$ cat src/design/split_watchdog_defs.svh
/*
 * Constants for the split-port link watchdog: register offsets, reset
 * values, field positions and timing figures in milliseconds.
 * Assumes inclusion by bare name from the design module.
 */
`ifndef SPLIT_WATCHDOG_DEFS_SVH
`define SPLIT_WATCHDOG_DEFS_SVH

// ****************************************
// Register offsets and reset values
// ****************************************
`define TIMEOUT_SEL_ADDR      16'h4171
`define OFF_DUR_ADDR          16'h4176
`define TIMEOUT_SEL_RESET     8'h05
`define OFF_DUR_RESET         8'h05

// ****************************************
// Field layout
// ****************************************
`define TIMEOUT_FIELD_MSB     2
`define TIMEOUT_FIELD_LSB     0

// ****************************************
// Timeout codes and link state codes
// ****************************************
`define TMO_CODE_OFF          3'h0
`define TMO_CODE_100MS        3'h1
`define TMO_CODE_250MS        3'h2
`define TMO_CODE_500MS        3'h3
`define TMO_CODE_750MS        3'h4
`define TMO_CODE_1S           3'h5
`define TMO_CODE_2S           3'h6
`define LINK_BAD_LO           4'h4
`define LINK_BAD_HI           4'h9

// ****************************************
// Times in milliseconds
// ****************************************
`define TMO_100_MS            12'd100
`define TMO_250_MS            12'd250
`define TMO_500_MS            12'd500
`define TMO_750_MS            12'd750
`define TMO_1000_MS           12'd1000
`define TMO_2000_MS           12'd2000
`define OFF_BASE_MS           12'd350
`define OFF_STEP_MS           12'd10

// ****************************************
// Clock
// ****************************************
`define CLK_HZ                40000000
`define MS_PER_S              1000

`endif

$ cat src/design/split_watchdog_pkg.sv
/*
 * Types for the split-port link watchdog.
 * Assumes split_watchdog_defs.svh holds every number.
 */
`default_nettype none
package split_watchdog_pkg;

   // ****************************************
   // Per-port watchdog state
   // ****************************************
   typedef enum logic [0:0] {
      WD_MONITOR,
      WD_POWER_OFF
   } wd_state_t;

endpackage
`default_nettype wire

$ cat src/design/split_port_link_watchdog.sv
/*
 * Link watchdog for the split downstream ports (ports 4 and 5). Each port
 * watches its link state; a link stuck in a bad state for the global
 * timeout gets its SuperSpeed power output pulled low for a set time.
 * Assumes hub clock/reset, same-clock split enables and link states, and a
 * simple register access port at the printed offsets.
 */
`timescale 1ns/1ps
`default_nettype none
`include "split_watchdog_defs.svh"

module split_port_link_watchdog
   import split_watchdog_pkg::*;
#(
   parameter int NUM_PORTS     = 2,
   parameter int CYCLES_PER_MS = `CLK_HZ / `MS_PER_S
) (
   input  wire logic                   mclk_in,
   input  wire logic                   nrst_in,
   input  wire logic [15:0]            reg_addr_in,
   input  wire logic                   reg_wr_in,
   input  wire logic                   reg_rd_in,
   input  wire logic [7:0]             reg_wdata_in,
   output logic      [7:0]             reg_rdata_out,
   input  wire logic [NUM_PORTS-1:0]   split_enable_in,
   input  wire logic [4*NUM_PORTS-1:0] link_state_status_in,
   output logic      [NUM_PORTS-1:0]   superspeed_port_power_out
);

   // ****************************************
   // Helper functions
   // ****************************************

   // Timeout code to milliseconds; zero for off or reserved
   function automatic logic [11:0] timeout_ms(input logic [2:0] code);
      logic [11:0] ms;
      case (code)
         `TMO_CODE_100MS: ms = `TMO_100_MS;
         `TMO_CODE_250MS: ms = `TMO_250_MS;
         `TMO_CODE_500MS: ms = `TMO_500_MS;
         `TMO_CODE_750MS: ms = `TMO_750_MS;
         `TMO_CODE_1S:    ms = `TMO_1000_MS;
         `TMO_CODE_2S:    ms = `TMO_2000_MS;
         default:         ms = 12'h000;
      endcase
      return ms;
   endfunction

   // Milliseconds to clock cycles
   function automatic logic [31:0] ms_to_cycles(input logic [11:0] ms);
      logic [63:0] prod;
      prod = 64'(ms) * 64'(CYCLES_PER_MS);
      return prod[31:0];
   endfunction

   // Off time in ms: base plus one step per unit
   function automatic logic [11:0] off_time_ms(input logic [7:0] dur);
      logic [11:0] ms;
      ms = 12'(`OFF_BASE_MS + `OFF_STEP_MS * {4'h0, dur});
      return ms;
   endfunction

   // True when one more tick reaches the limit
   function automatic logic last_tick(input logic [31:0] count,
                                      input logic [31:0] limit);
      logic [32:0] bumped;
      bumped = {1'b0, count} + 33'h0_0000_0001;
      return (bumped >= {1'b0, limit});
   endfunction

   // Link codes that count as stuck
   function automatic logic in_bad_range(input logic [3:0] code);
      return (code >= `LINK_BAD_LO) && (code <= `LINK_BAD_HI);
   endfunction

   // Exact address match at a register offset
   function automatic logic is_reg(input logic [15:0] addr, input logic [15:0] target);
      return (addr == target);
   endfunction

   // ****************************************
   // Registers
   // ****************************************
   // Software-visible settings
   logic [2:0]  timeout_sel_q;
   logic [7:0]  off_dur_q;

   // Software writes at the printed offsets
   always_ff @(posedge mclk_in) begin
      if (!nrst_in) begin
         timeout_sel_q <= 3'(`TIMEOUT_SEL_RESET);
         off_dur_q     <= `OFF_DUR_RESET;
      end else if (reg_wr_in) begin
         if (is_reg(reg_addr_in, `TIMEOUT_SEL_ADDR)) begin
            timeout_sel_q <= reg_wdata_in[`TIMEOUT_FIELD_MSB:`TIMEOUT_FIELD_LSB];
         end
         if (is_reg(reg_addr_in, `OFF_DUR_ADDR)) begin
            off_dur_q <= reg_wdata_in;
         end
      end
   end

   // Registered read data; unmapped offsets read zero
   always_ff @(posedge mclk_in) begin
      if (!nrst_in) begin
         reg_rdata_out <= 8'h00;
      end else if (reg_rd_in) begin
         case (reg_addr_in)
            `TIMEOUT_SEL_ADDR: reg_rdata_out <= {5'h00, timeout_sel_q};
            `OFF_DUR_ADDR:     reg_rdata_out <= off_dur_q;
            default:           reg_rdata_out <= 8'h00;
         endcase
      end
   end

   // ****************************************
   // Shared limits
   // ****************************************
   logic [11:0] tmo_ms;
   logic [11:0] off_ms;
   logic [31:0] tmo_cycles;
   logic [31:0] off_cycles;
   logic        wd_enabled;

   // One timeout setting serves every port
   assign tmo_ms     = timeout_ms(timeout_sel_q);
   assign wd_enabled = (tmo_ms != 12'h000);
   assign tmo_cycles = ms_to_cycles(tmo_ms);
   // Off time 350 ms plus 10 ms per step
   assign off_ms     = off_time_ms(off_dur_q);
   // Settings read live; a change mid-toggle moves its end
   assign off_cycles = ms_to_cycles(off_ms);

   // ****************************************
   // Per-port watchdogs
   // ****************************************
   // Index 0 is port 4, index 1 is port 5
   for (genvar p = 0; p < NUM_PORTS; p++) begin : g_port
      // Per-port state and decode
      wd_state_t   state_q;
      logic [31:0] count_q;

      logic [3:0]  lstate;
      logic        link_bad;
      logic        watching;
      logic        fire;
      logic        off_busy;

      assign lstate   = link_state_status_in[4*p +: 4];
      // Bad while the state sits in the stuck range
      assign link_bad = in_bad_range(lstate);
      // Timing only while split, enabled and stuck
      assign watching = split_enable_in[p] && wd_enabled && link_bad;
      // Last bad cycle of the timeout window
      assign fire     = (state_q == WD_MONITOR) && watching
                        && last_tick(count_q, tmo_cycles);
      // Off window still open after this edge
      assign off_busy = (state_q == WD_POWER_OFF)
                        && !last_tick(count_q, off_cycles);

      // Monitor and toggle sequence for one port
      always_ff @(posedge mclk_in) begin
         if (!nrst_in) begin
            state_q <= WD_MONITOR;
            count_q <= 32'h0000_0000;
         end else begin
            case (state_q)
               WD_MONITOR: begin
                  // Any good edge restarts the window
                  if (!watching) begin
                     count_q <= 32'h0000_0000;
                  end else if (fire) begin
                     count_q <= 32'h0000_0000;
                     state_q <= WD_POWER_OFF;
                  end else begin
                     count_q <= count_q + 32'h0000_0001;
                  end
               end
               WD_POWER_OFF: begin
                  // Toggle always completes once started
                  if (!off_busy) begin
                     count_q <= 32'h0000_0000;
                     state_q <= WD_MONITOR;
                  end else begin
                     count_q <= count_q + 32'h0000_0001;
                  end
               end
               default: begin
                  // Unreachable; recover to monitoring
                  state_q <= WD_MONITOR;
                  count_q <= 32'h0000_0000;
               end
            endcase
         end
      end

      // Power output low only during a watchdog toggle
      always_ff @(posedge mclk_in) begin
         if (!nrst_in) begin
            superspeed_port_power_out[p] <= 1'b1;
         end else begin
            superspeed_port_power_out[p] <= !(fire || off_busy);
         end
      end
   end

endmodule
`default_nettype wire

$ cat config.mk
export PLATFORM = sky130hd
export DESIGN_NAME = split_port_link_watchdog
export DESIGN_NICKNAME = d
export VERILOG_FILES = /design/src/design/split_watchdog_pkg.sv /design/src/design/split_port_link_watchdog.sv
export VERILOG_INCLUDE_DIRS = /design/src /design/src/design
export SDC_FILE = /design/constraint.sdc
export NUM_CORES = 1
export LEC_CHECK = 0
export BUFFER_PORTS_ARGS = -buffer_cell sky130_fd_sc_hd__buf_2
export CORE_ASPECT_RATIO = 1.5
export CORE_MARGIN = 5
export CORE_UTILIZATION = 45
export CTS_BUF_LIST = sky130_fd_sc_hd__clkbuf_2
export DETAILED_ROUTE_END_ITERATION = 10
export GPL_ROUTABILITY_DRIVEN = 0
export SYNTH_ARGS = -nofsm -noshare
export SYNTH_HDL_FRONTEND = slang
export SYNTH_SLANG_ARGS = --single-unit
$ cat constraint.sdc
create_clock -name mclk_in -period 8.2 [get_ports mclk_in]
set_input_delay 0.41 -clock mclk_in [delete_from_list [all_inputs] [get_ports mclk_in]]
set_output_delay 0.41 -clock mclk_in [all_outputs]
set_load 0.01 [all_outputs]
==> metrics.yaml <==
status: "completed"
cpMostUsedCell: "ha_1"
max_cap_violations: 0
drt_iter0_drc: 259
synthFlopType: "dfxtp_1"
port_buffers: 45
die-area_mm2: 0.0241
wirelength_mm: 22.2
critPathRequiredTime_ns: 8.74
synth_edf_count: 0
die_h_um: 187
synth_cell_types: 67
drv_slew: 0
remaining_drc_errors: 0
start_kind: "flip-flop"
cts_sinks: 87
antenna_left: 0
row_count: 65
crit_slowest_cell: "fa_1"
hpwlAfterDp_mm: 18.7
finalCritPeriodShare: 0.948
final_common_cell: "ha_1"
final_nets: 1452
grt_pass1_wl_mm: 36.1
grt_pass1_vias: 7746
drt-wirelength-per-cell_um: 15.2
syn_area_mm2: 0.00945
io_pins: 48
cts_tree: "built"
layout_common_cells: "208 x ha_1, 102 x inv_1, 85 x dfxtp_1"
vdd_ir_drop_max_mv: 0.0740
drive_gt1_frac: 0.106
vias: 7814
ys_seq_area_frac: 0.184
start_util: 0.452
hold_class: "input pin to flip-flop"
syn_inst: 1106
syn_area_per_cell_um2: 8.55
finalHoldViolations: 0
fp.dieW_um: 128
critical_path_class: "flip-flop to flip-flop"
antenna_found_initial: 1
cp_num_buf_inv: 7
htree_num_levels: 3
area_growth_pct: 11.1
grt_use_total: 0.184
whs_ns: 0.0942
end_kind: "flip-flop"
cts_root_buf: "clkbuf_2"
cp_data_arrival_time_ns: 8.31
viasPerCell: 5.37
period_needed_ns: 7.77
core_area_mm2: 0.0209
setup_slack_ns: 0.426
max_stage_delay_ns: 0.53
grt_max_degree: 29
synth_seq_cells: 87
finClkSkew_ns: 0.0361
leakagePower_nw: 5.10
setup_viol: 0
pre_cts_ws_ns: 0.130
dr.pass1.iters: 5
tightest_slew_ns: 0.987
grt_overflow_total: 0
fmax_mhz: 129
cts_buffers: 9
slew_headroom: 0.338
clk_latency_ns: 0.65
yosysWarningCount: 0
cpLargestDelayFamily: "adder cells"
ys_async_sr_fraction: 0
powerDensity_mw_per_mm2: 71.6
path_clk_slew_ns: 0.27
cp_max_fo: 14
clockBufferDepth: 2
cell type report:
type                            instances  area, um^2
Timing Repair Buffer                   78         536
Tap cell                              268         335
Antenna cell                            4        10.0
Sequential cell                        87        1740
Inverter                              104         390
Fill cell                            2033       10400
Clock buffer                            9        45.0
Clock inverter                          7         115
Multi-Input combinational cell        899        7330
stage by stage:
step	util	TNS (ns)	cells	power, mW	instance area [um^2]
6_report	0.503	0	1456	0.752	10500
5_1_grt	0.503	-0.0172	1456	0.779	10500
4_1_cts	0.495	0	1446	0.760	10300
3_5_place_dp	0.483	0	1422	0.465	10100
3_3_place_gp	0.483	0	1422	0.465	10100
2_1_floorplan	-	0	1113	0.451	9480
state kept, by name (all words and copies together), names as in the netlist:
| signal | cells |
|---|---|
| reg_rdata_out | 8 |
| superspeed_port_power_out | 2 |
| off_dur_q | 8 |
| g_port.count_q | 64 |
| g_port.state_q | 2 |
| timeout_sel_q | 3 |
cells by family (layout without fill, tap and decap cells):
group / after synthesis / after routing / synth area share
and+or+nand+nor: 344 / 344 / 0.190
adders and majority gates: 235 / 235 / 0.333
AOI/OAI and AO/OA: 210 / 210 / 0.144
buffers and inverters: 127 / 198 / 0.0533
xor gates and xnor gates: 96 / 96 / 0.0890
DFF: 87 / 87 / 0.184
muxes: 6 / 6 / 0.00649
other: 1 / 12 / 0.000397
worst paths after layout:
path,start,to,slack [ns],cells past startpoint
setup / recovery,off_dur_q[1],g_port[1].count_q[8],0.43,32
hold / removal,reg_wr_in,off_dur_q[1],0.09,3
setup reg to reg,off_dur_q[1],g_port[1].count_q[8],0.43,32
hold reg to reg,reg_rdata_out[5],reg_rdata_out[5],0.49,2
per-layer routing:
metal  routed length [um]  track usage
met1                 9400        0.212
met2                12200        0.358
met3                  296       0.0185
met4                  230       0.0396
met5                    0            0
synthesized netlist by cell type, types with 17 or more instances:
library cell | count | share of area
xor2_1 | 41 | 0.038
nand2b_1 | 17 | 0.011
dfxtp_1 | 87 | 0.18
clkbuf_1 | 18 | 0.0071
fa_1 | 27 | 0.057
a21oi_1 | 49 | 0.026
nor3_1 | 23 | 0.012
o21ai_0 | 46 | 0.024
nand3_1 | 46 | 0.024
ha_1 | 208 | 0.28
a21o_1 | 19 | 0.015
and3_1 | 22 | 0.015
a21boi_0 | 23 | 0.018
nor2_1 | 77 | 0.031
xnor2_1 | 55 | 0.051
inv_1 | 103 | 0.041
nand2_1 | 75 | 0.030
where the power goes:
part | total, mW | internal (mW) | switching (mW) | leakage, nW
registers | 0.431 | 0.428 | 0.00210 | 0.706
clock network | 0.291 | 0.109 | 0.182 | 0.0893
logic | 0.0306 | 0.0148 | 0.0158 | 4.31
what timing repair did:
action                                 4_1_cts  5_1_grt
gates resized for setup                      0       23
setup endpoints to repair                    0       60
endpoints found under the hold margin       11        0
hold buffers                                 8        0
buffers inserted                             0        5
worst reg2reg max path, delay by kind of cell, from the launching register on:
family,cells,cell delay [ns]
xor gates and xnor gates,2,0.46
adders and majority gates,10,3.69
and+or+nand+nor,3,0.49
DFF,1,0.39
AOI/OAI and AO/OA,10,2.01
buffers and inverters,7,0.63
No activity file was read; power rests on OpenSTA's default activity.
